==> src/hw/sxl_params.svh <==
// Constants of the extra-lane enable block: offsets, fields, resets, codes.
// Assumes inclusion by its bare name from package and design files.
`ifndef SXL_PARAMS_SVH
`define SXL_PARAMS_SVH

// ************************************************************
// Register offsets
// ************************************************************
`define SXL_ADDR_W 15
`define SXL_OFS_LINK_A_EXTRA 15'h020A
`define SXL_OFS_LINK_B_EXTRA 15'h020B

// ************************************************************
// Fields and resets
// ************************************************************
`define SXL_SER_BIT 0
`define SXL_LANE_LSB 1
`define SXL_LANE_MSB 7
`define SXL_EXTRA_RESET 8'h00

// ************************************************************
// Test pattern codes
// ************************************************************
`define SXL_TP_NORMAL 4'h0
`define SXL_TP_RAMP 4'h4
`define SXL_TP_ALT 4'h5

`endif

==> src/hw/sxl_pkg.sv <==
// Types shared by the extra-lane enable block.
// Assumes sxl_params.svh is on the include path.
`include "sxl_params.svh"

package sxl_pkg;
  typedef logic [7:0] sxl_lane_vec_t;
  typedef logic [7:0] sxl_octet_t;
  typedef logic [63:0] sxl_lane_word_t;
  typedef logic [3:0] sxl_test_t;
endpackage

==> src/hw/sxl_extra_lane.sv <==
// Extra-lane enable logic for serial links A and B: registers, lane clock
// and serializer enables, octet ramp substitution and output buffering.
// Assumes the register port, mode masks and lane data share core_clk.
`timescale 1ns/10ps
`include "sxl_params.svh"

module sxl_extra_lane (
  // Clock and reset
  input wire logic core_clk,
  input wire logic sys_rst,
  // Register port
  input wire logic reg_wr_en,
  input wire logic reg_rd_en,
  input wire logic [`SXL_ADDR_W-1:0] reg_addr,
  input wire logic [7:0] reg_wdata,
  output logic [7:0] reg_rdata,
  // Link configuration
  input wire logic serial_link_master_enable,
  input wire logic [1:0] channel_power_down,
  input wire sxl_pkg::sxl_test_t test_pattern_select,
  input wire sxl_pkg::sxl_lane_vec_t link_a_mode_lanes,
  input wire sxl_pkg::sxl_lane_vec_t link_b_mode_lanes,
  // Link A lane data in
  input wire logic link_a_in_valid,
  output logic link_a_in_ready,
  input wire sxl_pkg::sxl_lane_word_t link_a_in_data,
  // Link B lane data in
  input wire logic link_b_in_valid,
  output logic link_b_in_ready,
  input wire sxl_pkg::sxl_lane_word_t link_b_in_data,
  // Link A lane data out
  output logic link_a_out_valid,
  input wire logic link_a_out_ready,
  output sxl_pkg::sxl_lane_word_t link_a_out_data,
  // Link B lane data out
  output logic link_b_out_valid,
  input wire logic link_b_out_ready,
  output sxl_pkg::sxl_lane_word_t link_b_out_data,
  // Lane controls
  output sxl_pkg::sxl_lane_vec_t link_a_lane_clock_enable,
  output sxl_pkg::sxl_lane_vec_t link_b_lane_clock_enable,
  output sxl_pkg::sxl_lane_vec_t link_a_serializer_enable,
  output sxl_pkg::sxl_lane_vec_t link_b_serializer_enable,
  output sxl_pkg::sxl_lane_vec_t link_a_ramp_lanes,
  output sxl_pkg::sxl_lane_vec_t link_b_ramp_lanes,
  output logic subsystem_power_enable
);

  // ************************************************************
  // Functions
  // ************************************************************

  // Patterns under which extra-only lanes fall back to the ramp
  function automatic logic ramp_fallback(input sxl_pkg::sxl_test_t tp);
    ramp_fallback = (tp == `SXL_TP_NORMAL) || (tp == `SXL_TP_ALT);
  endfunction

  // Extra-lane field with lane 0 forced clear
  function automatic sxl_pkg::sxl_lane_vec_t extra_lanes(
    input logic [7:0] r
  );
    extra_lanes = {r[`SXL_LANE_MSB:`SXL_LANE_LSB], 1'b0};
  endfunction

  // ************************************************************
  // Registers
  // ************************************************************

  logic [7:0] extra_reg [2];
  logic [7:0] rdata_reg;
  wire sel_a = (reg_addr == `SXL_OFS_LINK_A_EXTRA);
  wire sel_b = (reg_addr == `SXL_OFS_LINK_B_EXTRA);
  logic [7:0] rdata_next;

  // Unmapped addresses read zero
  assign rdata_next = sel_a ? extra_reg[0] :
                      sel_b ? extra_reg[1] : 8'h00;

  // register writes
  // No guard on the master enable: software keeps the link idle
  always_ff @(posedge core_clk) begin
    if (sys_rst) begin
      extra_reg[0] <= `SXL_EXTRA_RESET;
      extra_reg[1] <= `SXL_EXTRA_RESET;
    end else if (reg_wr_en && sel_a) begin
      extra_reg[0] <= reg_wdata;
    end else if (reg_wr_en && sel_b) begin
      extra_reg[1] <= reg_wdata;
    end
  end

  always_ff @(posedge core_clk) begin
    if (sys_rst) begin
      rdata_reg <= 8'h00;
    end else if (reg_rd_en) begin
      rdata_reg <= rdata_next;
    end
  end

  assign reg_rdata = rdata_reg;

  // ************************************************************
  // Per-link lane logic
  // ************************************************************

  sxl_pkg::sxl_lane_vec_t mode_lanes [2];
  sxl_pkg::sxl_lane_vec_t clk_en_next [2];
  sxl_pkg::sxl_lane_vec_t ser_want [2];
  sxl_pkg::sxl_lane_vec_t ser_en_next [2];
  sxl_pkg::sxl_lane_vec_t ramp_next [2];
  sxl_pkg::sxl_lane_vec_t clk_en_reg [2];
  sxl_pkg::sxl_lane_vec_t ser_en_reg [2];
  sxl_pkg::sxl_lane_vec_t ramp_reg [2];
  sxl_pkg::sxl_octet_t ramp_cnt_reg [2];
  sxl_pkg::sxl_lane_word_t in_data [2];
  sxl_pkg::sxl_lane_word_t stage_data [2];
  logic in_valid [2];
  logic in_ready [2];
  logic link_up [2];
  logic pwr_reg;

  wire both_down = &channel_power_down;

  assign mode_lanes[0] = link_a_mode_lanes;
  assign mode_lanes[1] = link_b_mode_lanes;
  assign in_data[0] = link_a_in_data;
  assign in_data[1] = link_b_in_data;
  assign in_valid[0] = link_a_in_valid;
  assign in_valid[1] = link_b_in_valid;

  genvar l;
  genvar n;
  generate
    for (l = 0; l < 2; l++) begin : g_link
      assign link_up[l] = serial_link_master_enable &
                          !channel_power_down[l] & !both_down;

      assign clk_en_next[l] = link_up[l] ?
        (mode_lanes[l] | extra_lanes(extra_reg[l])) : 8'h00;

      assign ser_want[l] = link_up[l] ?
        (mode_lanes[l] | (extra_reg[l][`SXL_SER_BIT] ?
          extra_lanes(extra_reg[l]) : 8'h00)) : 8'h00;

      assign ser_en_next[l][0] = ser_want[l][0];
      for (n = 1; n < 8; n++) begin : g_chain
        assign ser_en_next[l][n] = ser_want[l][n] & (&ser_want[l][n-1:0]);
      end

      assign ramp_next[l] = ser_en_next[l] &
        ((test_pattern_select == `SXL_TP_RAMP) ? 8'hFF :
         ramp_fallback(test_pattern_select) ?
           (extra_lanes(extra_reg[l]) & ~mode_lanes[l]) : 8'h00);

      for (n = 0; n < 8; n++) begin : g_lane
        assign stage_data[l][n*8 +: 8] =
          !ser_en_next[l][n] ? 8'h00 :
          ramp_next[l][n] ? ramp_cnt_reg[l] : in_data[l][n*8 +: 8];
      end

      always_ff @(posedge core_clk) begin
        if (sys_rst) begin
          clk_en_reg[l] <= 8'h00;
          ser_en_reg[l] <= 8'h00;
          ramp_reg[l] <= 8'h00;
        end else begin
          clk_en_reg[l] <= clk_en_next[l];
          ser_en_reg[l] <= ser_en_next[l];
          ramp_reg[l] <= ramp_next[l];
        end
      end

      // Ramp steps only on accepted words, so stalls do not skip octets
      always_ff @(posedge core_clk) begin
        if (sys_rst || !link_up[l]) begin
          ramp_cnt_reg[l] <= 8'h00;
        end else if (in_valid[l] && in_ready[l]) begin
          ramp_cnt_reg[l] <= ramp_cnt_reg[l] + 8'h01;
        end
      end
    end
  endgenerate

  always_ff @(posedge core_clk) begin
    if (sys_rst) begin
      pwr_reg <= 1'b0;
    end else begin
      pwr_reg <= serial_link_master_enable & !both_down;
    end
  end

  assign subsystem_power_enable = pwr_reg;
  assign link_a_lane_clock_enable = clk_en_reg[0];
  assign link_b_lane_clock_enable = clk_en_reg[1];
  assign link_a_serializer_enable = ser_en_reg[0];
  assign link_b_serializer_enable = ser_en_reg[1];
  assign link_a_ramp_lanes = ramp_reg[0];
  assign link_b_ramp_lanes = ramp_reg[1];
  assign link_a_in_ready = in_ready[0];
  assign link_b_in_ready = in_ready[1];

  // ************************************************************
  // Output buffers
  // ************************************************************

  // Two entries let a receiver stall without losing a word
  sxl_skid_buf #(
    .WIDTH(64)
  ) u_buf_a (
    .core_clk(core_clk),
    .sys_rst(sys_rst),
    .in_valid(link_a_in_valid),
    .in_ready(in_ready[0]),
    .in_data(stage_data[0]),
    .out_valid(link_a_out_valid),
    .out_ready(link_a_out_ready),
    .out_data(link_a_out_data)
  );

  sxl_skid_buf #(
    .WIDTH(64)
  ) u_buf_b (
    .core_clk(core_clk),
    .sys_rst(sys_rst),
    .in_valid(link_b_in_valid),
    .in_ready(in_ready[1]),
    .in_data(stage_data[1]),
    .out_valid(link_b_out_valid),
    .out_ready(link_b_out_ready),
    .out_data(link_b_out_data)
  );

endmodule

==> src/hw/sxl_skid_buf.sv <==
// Two-entry buffer with valid and ready on both sides.
// Assumes one clock and a synchronous active-high reset.
`timescale 1ns/10ps

module sxl_skid_buf #(
  parameter int WIDTH = 64
) (
  // Clock and reset
  input wire logic core_clk,
  input wire logic sys_rst,
  // Filling side
  input wire logic in_valid,
  output logic in_ready,
  input wire logic [WIDTH-1:0] in_data,
  // Draining side
  output logic out_valid,
  input wire logic out_ready,
  output logic [WIDTH-1:0] out_data
);

  logic [1:0] count_reg;
  logic [1:0] count_next;
  logic [WIDTH-1:0] head_reg;
  logic [WIDTH-1:0] tail_reg;
  logic in_ready_reg;
  logic out_valid_reg;
  wire push = in_valid & in_ready_reg;
  wire pop = out_valid_reg & out_ready;

  // Head is the output word, tail catches a word during a stall
  assign count_next = count_reg + {1'b0, push} - {1'b0, pop};
  assign in_ready = in_ready_reg;
  assign out_valid = out_valid_reg;
  assign out_data = head_reg;

  always_ff @(posedge core_clk) begin
    if (sys_rst) begin
      count_reg <= 2'h0;
      in_ready_reg <= 1'b0;
      out_valid_reg <= 1'b0;
    end else begin
      count_reg <= count_next;
      in_ready_reg <= (count_next != 2'h2);
      out_valid_reg <= (count_next != 2'h0);
    end
  end

  always_ff @(posedge core_clk) begin
    if (count_reg == 2'h0 && push) begin
      head_reg <= in_data;
    end else if (pop && count_reg == 2'h2) begin
      head_reg <= tail_reg;
    end else if (pop && push) begin
      head_reg <= in_data;
    end
  end

  always_ff @(posedge core_clk) begin
    if (push && count_reg == 2'h1 && !pop) begin
      tail_reg <= in_data;
    end
  end

endmodule

==> config.mk <==
export PLATFORM = sky130hd
export DESIGN_NAME = sxl_extra_lane
export DESIGN_NICKNAME = d
export VERILOG_FILES = /design/src/hw/sxl_pkg.sv /design/src/hw/sxl_extra_lane.sv /design/src/hw/sxl_skid_buf.sv
export VERILOG_INCLUDE_DIRS = /design/src /design/src/hw
export SDC_FILE = /design/constraint.sdc
export NUM_CORES = 1
export LEC_CHECK = 0
export BUFFER_PORTS_ARGS = -buffer_cell sky130_fd_sc_hd__buf_2
export CAP_MARGIN = 20
export CORE_ASPECT_RATIO = 0.75
export CORE_MARGIN = 2
export CORE_UTILIZATION = 35
export CTS_CLUSTER_DIAMETER = 100
export DETAILED_ROUTE_END_ITERATION = 8
export PLACE_DENSITY = 0.53
export SETUP_SLACK_MARGIN = 0.4
export SLEW_MARGIN = 20
export SYNTH_ARGS = -nofsm -noshare
export SYNTH_HDL_FRONTEND = slang
export SYNTH_SLANG_ARGS = --single-unit
export TNS_END_PERCENT = 30
==> constraint.sdc <==
create_clock -name core_clk -period 10.1 [get_ports core_clk]
set_clock_uncertainty 0.2 [all_clocks]
set_input_delay 0.505 -clock core_clk [delete_from_list [all_inputs] [get_ports core_clk]]
set_output_delay 0.505 -clock core_clk [all_outputs]
set_load 0.01 [all_outputs]
# Word level (Yosys, flattened, before mapping)
# Memories as Yosys holds them, arrays and structs flattened.
# Index checks and enable logic that the tools add are counted.
# W data, S select, Z words.
# word_totals
memories	5
latchBits	0
ff_bits	273
rom_bits	0
word_cells	200
output_inout_bits	189
ramBits	80
input_bits	182
# op_classes
n_eq_ne	10
reduce_logical	44
mux	80
magnitude_cmp	0
div	0
shifts	0
bitwise_logic	43
multipliers	0
add_sub_neg	6
# mem_list
memory	depth	width	rd	rd_ports_with_merged_regs	wr	line	rtl
clk_en_reg	2	8	2	0	2	sxl_extra_lane.sv:111	sxl_pkg::sxl_lane_vec_t clk_en_reg [2];
extra_reg	2	8	2	0	2	sxl_extra_lane.sv:69	logic [7:0] extra_reg [2];
ramp_cnt_reg	2	8	2	0	2	sxl_extra_lane.sv:114	sxl_pkg::sxl_octet_t ramp_cnt_reg [2];
ramp_reg	2	8	2	0	2	sxl_extra_lane.sv:113	sxl_pkg::sxl_lane_vec_t ramp_reg [2];
ser_en_reg	2	8	2	0	2	sxl_extra_lane.sv:112	sxl_pkg::sxl_lane_vec_t ser_en_reg [2];
# op_table
operator	n
$mux W8	54
$mux W64	6
$and A8 B8 Y8	4
$or A8 B8 Y8	4
$eq A15 B10 Y1 const B	2
$and A1 B1 Y1	23
$mux W1	20
$add A8 B1 Y8 const B	2
$not A8 Y8	2
$logic_and A1 B1 Y1	14
$reduce_and A7 Y1	2
$reduce_and A6 Y1	2
$or A1 B1 Y1	10
$reduce_and A5 Y1	2
$eq A4 B3 Y1 const B	2
$reduce_and A4 Y1	2
$logic_not A1 Y1	7
$reduce_and A2 Y1	3
$reduce_and A3 Y1	2
$reduce_bool A3 Y1	2
$add A2 B1 Y2	2
$eq A2 B1 Y1 const B	2
$eq A2 B2 Y1 const B	2
$logic_not A2 Y1	2
other kinds (5)	10

# Longest topological paths before layout
# Gate-level depths: netlist of the first run.
# depth
word_depth	12
mapped_depth	9
ltp_nobuf	8

# Modules after synthesis
# A second synthesis of the first run with hierarchy kept.
# hier_totals
cells_unflattened	1116
hier_area_um2	15569.9
# by_module_without_submodules
mod	area_per_inst_um2	n_inst	seq_area_each_um2	cells_per_inst
sxl_skid_buf	5027.3	2	3923.8	219
sxl_extra_lane	5515.3	1	2102.0	678

# Worst setup path before layout of the first run
# OpenSTA, ideal clock, no wires.
# synth_timing
path_type	input port to flip-flop
start	input port link_a_out_ready
end	register u_buf_a.tail_reg[0] (enable)
setup_slack_ps	2397
arrival_ps	6859
n_path_buf	1
setup_ps	644
stages	3
required_time_ps	9256
cell_sequence	and2_1 clkbuf_1 nor4_1
# synth_via
elab_chain_cells	3
# synth_lines
element	line	rtl
from (decl)	sxl_extra_lane.sv:33	input wire logic link_a_out_ready,
$and A1 B1 Y1	sxl_skid_buf.sv:28	wire pop = out_valid_reg & out_ready;
$logic_not A1 Y1	sxl_skid_buf.sv:59	if (push && count_reg == 2'h1 && !pop) begin
$logic_and A1 B1 Y1	sxl_skid_buf.sv:59	
to (signal assigned)	sxl_skid_buf.sv:60	tail_reg <= in_data;
to (decl)	sxl_skid_buf.sv:24	logic [WIDTH-1:0] tail_reg;
# No other way between the ends.
# A chain may end at the register's enable or synchronous reset.

==> flow_summary.toml, run 1 <==
[synthesis]
syn_area_per_cell_um2 = 12.0
synth_top_family_by_area = "simple AND/OR/NAND/NOR gates"
ys_warn_count = 0
synthCells = 1240
synth_edf_count = 288
synthXorXnorAreaFrac_pct = 0.939
synth-async-reset-ratio_pct = 0
synthAdderAreaFrac_pct = 1.31
yosysSeqAreaShare_pct = 66.6
synth_compound_area_share_pct = 5.75
yosysUniqueCellTypes = 45
syn_area_mm2 = 0.0149
synth_ff_type = "edfxtp_1"
syn_nets = 1428
synth_simple_gate_area_share_pct = 14.0
synth_seq_cells = 353
synth_mux_area_share_pct = 9.32

[routing]
wl_per_cell_um = 21.5
drtIter0Drc = 644
via_count = 11000
drc_errors = 0
vias_per_cell = 5.01
first_pass_iters = 5
ant_nets = 0
routed_wl_um = 47300

[sta]
max_slew_margin_pct = 36.4
tns_ps = 0
worst_pin_slew_ps = 954
timing.final.crit_share_pct = 33.6
fmax_ghz = 0.294
period_minus_slack_ps = 3400
setup_viol = 0
drv_slew = 0
hold_violations = 0
rsz0062_at_grt = "no"
fin_worst_hold_slack_ps = 30.7

[run_status]
status = "finished, final reports clean"

[pwr]
ir_drop_mv = 0.130
p_per_area_mw_per_mm2 = 213
leakagePower_nw = 7.77

[global_routing]
grt_pass1_vias = 10700
grt_max_degree = 72
grtUsageTotal_pct = 20.7
gr-total-overflow = 0
grt_pass1_wl_um = 68600
antenna_found_initial = 13

[flow_run]
maxCapViolCount = 0

[clock_network]
cts_resized = 0
numClockSinks = 353
hold_buffers = 0
clock_latency_ps = 520
cts_tree = "built"
post-cts-setup-buffers = 0
htree_levels = 2
clk_path_buf_depth = 3
clkSlewWorstSetupHoldPaths_ps = 60
numCtsBuffers = 38
clock_tree.root_cell = "clkbuf_16"

[critical_path]
crit_fanout = 11
path_cells = "a21oi_1 > or4_1 > or4_1 > or2_0 > o21ai_1"
endpoint_kind = "flop"
worst_path_max_delay_cell = "or4_1"
worstPathRequired_ps = 10260
critPathBufInv = 0
critPathLaunchType = "flop"
slowest_delay_ps = 790
critPathKind = "flop to flop"
cpMostUsedCell = "or4_1"
crit_family = "simple AND/OR/NAND/NOR gates"
critical_path_arrival_ps = 3560

[layout]
fillCellCount = 4038
nNetsFinal = 1782
drive_above_1_share_pct = 29.9
area_growth_pct = 24.5

[floorplan]
pin_count = 371
core_area_mm2 = 0.0420
die_w_um = 242
die_area_mm2 = 0.0443
die_h_um = 183
start_util_pct = 35.5
rows = 65

[place]
place_congestion = 0.809
numPortBuffers = 370
dp.final_hpwl_um = 33500

[hold_path]
hold_class = "primary input to flop"
## layout by cell type, fill, tap and decap left out, drive strengths merged, types with 3 or more instances in the layout
| cell type | instances |
|---|---|
| a21oi | 34 |
| a22oi | 8 |
| and2 | 15 |
| and3 | 11 |
| buf | 380 |
| clkbuf | 50 |
| clkinv | 14 |
| clkinvlp | 3 |
| dfxtp | 65 |
| diode | 8 |
| edfxtp | 288 |
| ha | 6 |
| inv | 12 |
| maj3 | 12 |
| mux2 | 24 |
| mux2i | 112 |
| nand2 | 170 |
| nand2b | 6 |
| nand3 | 14 |
| nand4 | 4 |
| nor2 | 193 |
| nor2b | 15 |
| nor3 | 10 |
| nor4 | 6 |
| nor4b | 6 |
| o21ai | 114 |
| or2 | 15 |
| or3 | 3 |
| or4 | 3 |
| xnor2 | 5 |
| xor2 | 11 |
## per-layer routing
metal  global-route usage [%]  vias up  wire, um
met4                     6.52        4      1220
met2                     32.1      384     21800
met3                     4.05       79      2850
met5                        0        -        25
met1                     29.4     5414     21400
li1                         -     5141         -
## power by group
group | leakage [nW] | internal [W] | total (W) | switching [W]
clock | 0.575 | 0.000771 | 0.00135 | 0.000578
sequential | 3.29 | 0.00186 | 0.00196 | 0.000103
combinational | 3.91 | 0.000217 | 0.000650 | 0.000433
## worst register-to-register path, stage by stage (launching register included)
cell,delay (ps)
edfxtp_1,550
a21oi_1,270
or4_1,790
or4_1,800
or2_0,440
o21ai_1,200
## worst paths after layout
check                                          start              endpoint  slack [ps]  cells past startpoint
worst max-delay path                 extra_reg[0][8]  u_buf_b.out_data[45]        6700                      5
worst min-delay path            link_a_mode_lanes[1]      clk_en_reg[0][1]          30                      3
worst max register to register       extra_reg[0][8]  u_buf_b.out_data[45]        6700                      5
worst min register to register          reg_rdata[3]          reg_rdata[3]         310                      2
## synth_stat cells (5+ instances only)
library cell	n	area (um2)
a21oi_1	34	170
a22oi_1	8	60.1
and2_1	15	93.8
and3_1	11	68.8
clkbuf_1	57	214
dfxtp_1	65	1300
edfxtp_1	288	8650
ha_1	6	75.1
inv_1	11	41.3
maj3_1	12	120
mux2_2	24	270
mux2i_1	112	1120
nand2_1	170	638
nand2b_1	6	37.5
nand3_1	13	65.1
nor2_1	193	724
nor2b_1	15	93.8
nor3_1	10	50.1
nor4_1	5	31.3
nor4b_1	6	52.6
o21ai_0	94	470
o21ai_1	20	100
or2_2	13	81.3
xnor2_1	5	43.8
xor2_1	11	96.3
## metrics by stage
stage | instance area [um2] | setup WS [ps] | total power [W] | utilization (%) | cells
5_1_grt | 18600 | 6530 | 0.00412 | 44.2 | 2199
6_report | 18600 | 6700 | 0.00396 | 44.2 | 2200
3_5_place_dp | 17400 | 6290 | 0.00265 | 41.3 | 2123
4_1_cts | 18600 | 6770 | 0.00401 | 44.1 | 2192
3_3_place_gp | 17400 | 6370 | 0.00265 | 41.3 | 2123
2_1_floorplan | 14900 | 2400 | 0.00232 | - | 1240
## cell type report
cell class	instances	area [um2]	area share [%]
Tap cell	569	712	3.83
Sequential cell	353	9950	53.5
Inverter	12	45.0	0.242
Antenna cell	8	20.0	0.108
Clock inverter	19	155	0.835
Multi-Input combinational cell	809	4750	25.6
Clock buffer	50	1030	5.53
Timing Repair Buffer	380	1930	10.4
## cell families after synthesis
family	Yosys count
DFF	353
buffers and inverters	78
AOI/OAI and AO/OA	163
muxes	136
and+or+nand+nor	476
adders and majority gates	18
xor gates and xnor gates	16
No activity file was read; power rests on OpenSTA's default activity.
==> run 2, diff against run 1 <==
--- a/config.mk
+++ b/config.mk
@@ -6,6 +6,7 @@
 export SDC_FILE = /design/constraint.sdc
 export NUM_CORES = 1
 export LEC_CHECK = 0
+export ABC_AREA = 1
 export BUFFER_PORTS_ARGS = -buffer_cell sky130_fd_sc_hd__buf_2
 export CAP_MARGIN = 20
 export CORE_ASPECT_RATIO = 0.75
==> constraint.sdc (replaced) <==
create_clock -name core_clk -period 3.16 [get_ports core_clk]
set_clock_uncertainty 0.2 [all_clocks]
set_input_delay 0.158 -clock core_clk [delete_from_list [all_inputs] [get_ports core_clk]]
set_output_delay 0.158 -clock core_clk [all_outputs]
set_load 0.01 [all_outputs]
==> run 2 against run 1 <==
Against the previous run: worst hold slack lost 8.0 ps; combinational power grew to 4.2 times the previous value; maximum frequency grew 37%; register-to-register slack worse by 6000 ps; clock power rose to 3.2 times the previous value; global-route usage rose by 1.3 points; setup slack got worse by 6000 ps; clock-buffer cell count up 6; critical path type unchanged; largest cell class unchanged; largest power group unchanged.
==> flow_summary.toml, run 2 <==
[sta]
max_slew_margin_pct = 32.0
worst_pin_slew_ps = 1020
timing.final.crit_share_pct = 78.5
fin_worst_hold_slack_ps = 22.7
period_minus_slack_ps = 2480
setup_viol = 0
drv_slew = 0
fmax_ghz = 0.403
rsz0062_at_grt = "no"
hold_violations = 0

[critical_path]
crit_family = "buffers and inverters"
critPathKind = "flop to flop"
endpoint_kind = "flop"
rrSetupSlack_ps = 680
worst_path_max_delay_cell = "dlygate4sd3_1"
slowest_delay_ps = 620
crit_fanout = 8
critPathBufInv = 2
critical_path_arrival_ps = 2760
worstPathRequired_ps = 3440
path_cells = "nand2_1 > nand2_1 > nand4_4 > dlygate4sd3_1 > nor3_1 > dlygate4sd3_1"
critPathLaunchType = "flop"

[synthesis]
synth_top_family_by_area = "simple AND/OR/NAND/NOR gates"
synthTopCellsByCount = "nand2_1 (490), edfxtp_1 (288), nand3_1 (135), inv_1 (126), nor2_1 (91)"
yosysUniqueCellTypes = 44
synthAdderAreaFrac_pct = 0.458
syn_area_mm2 = 0.0164
synth_simple_gate_area_share_pct = 29.0
synthCells = 1683
synth_mux_area_share_pct = 0
synth_largest_area_cell = "edfxtp_1"
ys_warn_count = 0
syn_nets = 1871
synth-async-reset-ratio_pct = 0
synth_ff_type = "edfxtp_1"
yosysMostFrequentCell = "nand2_1"
yosysTopAreaCellShare_pct = 52.7
syn_area_per_cell_um2 = 9.74
synth_compound_area_share_pct = 4.46
synth_seq_cells = 353
synthXorXnorAreaFrac_pct = 0.214
ys_top_cells_by_area = "edfxtp_1 (53%), nand2_1 (11%), dfxtp_1 (7.9%)"
yosysSeqAreaShare_pct = 60.7
synth_edf_count = 288

[run_status]
status = "finished, final reports clean"

[floorplan]
core_area_mm2 = 0.0461
die_h_um = 191
start_util_pct = 35.6
pin_count = 371
die_area_mm2 = 0.0486
rows = 68
die_w_um = 254

[pwr]
p_per_area_mw_per_mm2 = 622
ir_drop_mv = 0.323
leakagePower_nw = 9.91
power.total_w = 0.0136

[global_routing]
antenna_found_initial = 1
gr-total-overflow = 0
grt_max_degree = 81
grtUsageTotal_pct = 22.0
grt_pass1_wl_um = 81400
grt_pass1_vias = 13800

[layout]
postLayoutCellArea_mm2 = 0.0219
area_growth_pct = 33.3
final_cell_mix = "nand2_1 (484), buf_2 (370), edfxtp_1 (288)"
final_cell_count_no_fill = 2876
layout_commonest_cell = "nand2_1"
drive_above_1_share_pct = 24.1
nNetsFinal = 2403

[routing]
drtIter0Drc = 1226
wl_per_cell_um = 19.2
via_count = 14400
routed_wl_um = 55100
vias_per_cell = 4.99
ant_nets = 0
first_pass_iters = 5
drc_errors = 0

[clock_network]
cts_resized = 0
numCtsBuffers = 40
htree_levels = 2
cts_tree = "built"
clock_tree.root_cell = "clkbuf_16"
post-cts-setup-buffers = 0
clkSlewWorstSetupHoldPaths_ps = 60
clk_path_buf_depth = 3
numClockSinks = 353
clock_latency_ps = 540

[place]
dp_cells = 2637
numPortBuffers = 370
place_congestion = 0.813
dpl_cell_area_mm2 = 0.0190
dp.final_hpwl_um = 37800

[flow_run]
maxCapViolCount = 0

[hold_path]
hold_class = "primary input to flop"
-- run 2: layout make-up --
cell class              count  area (um2)
fillers                  4396       24300
flip-flops and latches    353        9950
multi-input cells        1120        5640
repair buffers            560        3760
clock buffers              56        1070
well taps                 630         788
inverters                 140         534
clock inverters            16         110
diodes                      1        2.50
-- run 2: metrics by stage --
step,utilization (%),setup slack (ps),setup TNS [ps]
after floorplan,-,-1.60,-201
after global placement,41.2,827,0
after detailed placement,41.2,774,0
after CTS,47.4,652,0
after global routing,47.4,493,0
final,47.4,680,0
-- run 2: kinds of logic (layout without fill, tap and decap cells) --
family / after synthesis / count (layout)
adders and majority gates: 6 / 6
xor gates and xnor gates: 4 / 4
buffers and inverters: 210 / 772
DFF: 353 / 353
AOI/OAI and AO/OA: 135 / 135
other: 0 / 1
and+or+nand+nor: 975 / 975
-- run 2: worst paths after layout --
| path | startpoint | to | depth (start not counted) |
|---|---|---|---|
| min | link_b_in_data[7] | u_buf_b.tail_reg[7] | 5 |
| max | extra_reg[0][0] | ser_en_reg[0][3] | 6 |
| max reg2reg | extra_reg[0][0] | ser_en_reg[0][3] | 6 |
| min reg2reg | u_buf_a.tail_reg[32] | u_buf_a.out_data[32] | 2 |
-- run 2: timing repair --
action / 4_1_cts / 5_1_grt
hold buffers: 166 / 0
setup endpoints to repair: 0 / 0
hold endpoints to repair: 312 / 0
-- run 2: tightest hold or removal path: stages --
cell and delay, ps:
buf_2 100, inv_1 60, a21oi_1 90, o21ai_0 120, inv_1 50
-- run 2: power by group --
part	internal, W	switching (W)	total, W
registers	0.00614	0.000378	0.00652
logic	0.000937	0.00180	0.00274
clock network	0.00245	0.00189	0.00434
total	0.00953	0.00407	0.0136
-- run 2: metal layers --
| layer | vias to the layer above | part of all wire [%] | global-route usage, % |
|---|---|---|---|
| li1 | 6856 | - | - |
| met1 | 6843 | 47 | 33.1 |
| met2 | 580 | 43 | 32.5 |
| met3 | 75 | 8.1 | 4.44 |
| met4 | 0 | 1.8 | 5.16 |
| met5 | - | 0 | 0 |
==> run 3, diff against run 2 <==
--- a/config.mk
+++ b/config.mk
@@ -6,7 +6,7 @@
 export SDC_FILE = /design/constraint.sdc
 export NUM_CORES = 1
 export LEC_CHECK = 0
-export ABC_AREA = 1
+export ABC_AREA = 0
 export BUFFER_PORTS_ARGS = -buffer_cell sky130_fd_sc_hd__buf_2
 export CAP_MARGIN = 20
 export CORE_ASPECT_RATIO = 0.75
==> constraint.sdc (replaced) <==
create_clock -name core_clk -period 2.42 [get_ports core_clk]
set_clock_uncertainty 0.2 [all_clocks]
set_input_delay 0.121 -clock core_clk [delete_from_list [all_inputs] [get_ports core_clk]]
set_output_delay 0.121 -clock core_clk [all_outputs]
set_load 0.01 [all_outputs]
==> run 3 against run 2 <==
Against the previous run: flip-flop and latch count unchanged; critical endpoint is now u_buf_b.out_data[47]; largest power group unchanged; first-iteration DRC count down 34%; maximum frequency up 11%; highest routed layer unchanged.
==> flow_summary.toml, run 3 (synthesized netlist as in run 1, its figures left out) <==
[critical_path]
critical_path_arrival_ps = 2420
worstPathRequired_ps = 2610
reg2reg_from = "extra_reg[0][8]"
endpoint_kind = "flop"
critPathLaunchType = "flop"
crit_end = "u_buf_b.out_data[47]"
r2r_cells = 5
critPathKind = "flop to flop"
crit_path_start = "extra_reg[0][8]"
rrSetupSlack_ps = 180
reg2reg_to = "u_buf_b.out_data[47]"
crit_fanout = 8

[floorplan]
die_w_um = 242
core_area_mm2 = 0.0420
pin_count = 371
start_util_pct = 35.5
rows = 65
die_area_mm2 = 0.0443
die_h_um = 183

[sta]
rsz0062_at_grt = "yes"
fmax_ghz = 0.447
timing.final.crit_share_pct = 92.4
setup_viol = 0
hold_violations = 0
period_minus_slack_ps = 2240
worst_pin_slew_ps = 868
max_slew_margin_pct = 42.2
drv_slew = 0
fin_ws_ps = 185

[clock_network]
numCtsBuffers = 38
clock_tree.root_cell = "clkbuf_16"
clock_latency_ps = 540
clkSlewWorstSetupHoldPaths_ps = 60
clk_path_buf_depth = 3
htree_levels = 2
cts_tree = "built"
numClockSinks = 353

[global_routing]
grt_max_degree = 65
grt_pass1_wl_um = 74300
gr-total-overflow = 0
grtUsageTotal_pct = 22.3
antenna_found_initial = 5
grt_pass1_vias = 12100

[routing]
wl_per_cell_um = 20.9
ant_nets = 0
routed_wl_um = 51600
via_count = 12100
drc_errors = 0
vias_per_cell = 4.88
drtIter0Drc = 812
first_pass_iters = 5

[place]
numPortBuffers = 370
dp_slack_ps = -29.4
place_congestion = 0.823
dp.final_hpwl_um = 34600

[layout]
layout_commonest_cell = "buf_2"
final_cell_mix = "buf_2 (372), edfxtp_1 (288), nor2_1 (189)"
area_growth_pct = 48.0
fin_util_pct = 52.5
drive_above_1_share_pct = 37.9
nNetsFinal = 2054

[run_status]
status = "finished, final reports clean"

[pwr]
ir_drop_mv = 0.530
leakagePower_nw = 9.10
p_per_area_mw_per_mm2 = 787

[flow_run]
maxCapViolCount = 0

[hold_path]
worstHoldStart = "link_a_out_ready"
hold_class = "primary input to flop"
run 3: stage by stage:
stage	hold slack, ps	instances	setup TNS (ps)	total power [W]	cell area [um2]
global placement	177	2188	0	0.0112	18000
global route	74.6	2468	0	0.0181	22100
floorplan	36.8	1240	-191060	0.00968	15000
finish	40.0	2469	0	0.0174	22100
CTS	3.59	2428	0	0.0171	21000
detailed placement	172	2188	-107	0.0112	18000
run 3: worst min-delay path by stage:
stage | endpoint | slack, ps | depth (start not counted)
5_1_grt | extra_reg[0][3] | 70 | 5
4_1_cts | clk_en_reg[1][6] | 4 | 4
3_5_place_dp | clk_en_reg[1][5] | 170 | 3
6_report | u_buf_a.in_ready | 40 | 6
2_1_floorplan | clk_en_reg[0][1] | 40 | 2
3_3_place_gp | clk_en_reg[1][5] | 180 | 3
run 3: timing repair:
item	CTS	global route
pin swaps	19	49
endpoints found under the hold margin	322	0
cloned	2	5
hold buffers	159	0
setup endpoints to repair	173	215
gates resized for setup	54	191
setup buffers	10	31
run 3: critical path, stage by stage, from the launching register on:
cell and delay [ps]:
edfxtp_1 390, a21oi_2 100, or4_4 540, or4_4 440, or2_4 300, o21ai_1 130
run 3: area by class of cell:
class / instances / area [um2]
Multi-Input combinational cell: 810 / 5540
Clock inverter: 16 / 103
Clock buffer: 53 / 1080
Inverter: 12 / 45.0
Tap cell: 569 / 712
Timing Repair Buffer: 651 / 4640
Sequential cell: 353 / 9950
Antenna cell: 5 / 12.5
Fill cell: 3737 / 20000
run 3: layer usage:
metal	up-vias	global-route usage [%]	part of all wire (%)	wire, um
li1	5685	-	-	-
met5	-	0	0	0
met2	348	36.6	48	25000
met3	71	3.92	5.3	2740
met4	0	6.94	2.4	1220
met1	5956	30.1	44	22600
run 3: power breakdown:
part	internal (W)	switching [W]	total (W)
clock network	0.00322	0.00242	0.00564
logic	0.00149	0.00213	0.00362
registers	0.00775	0.000376	0.00813
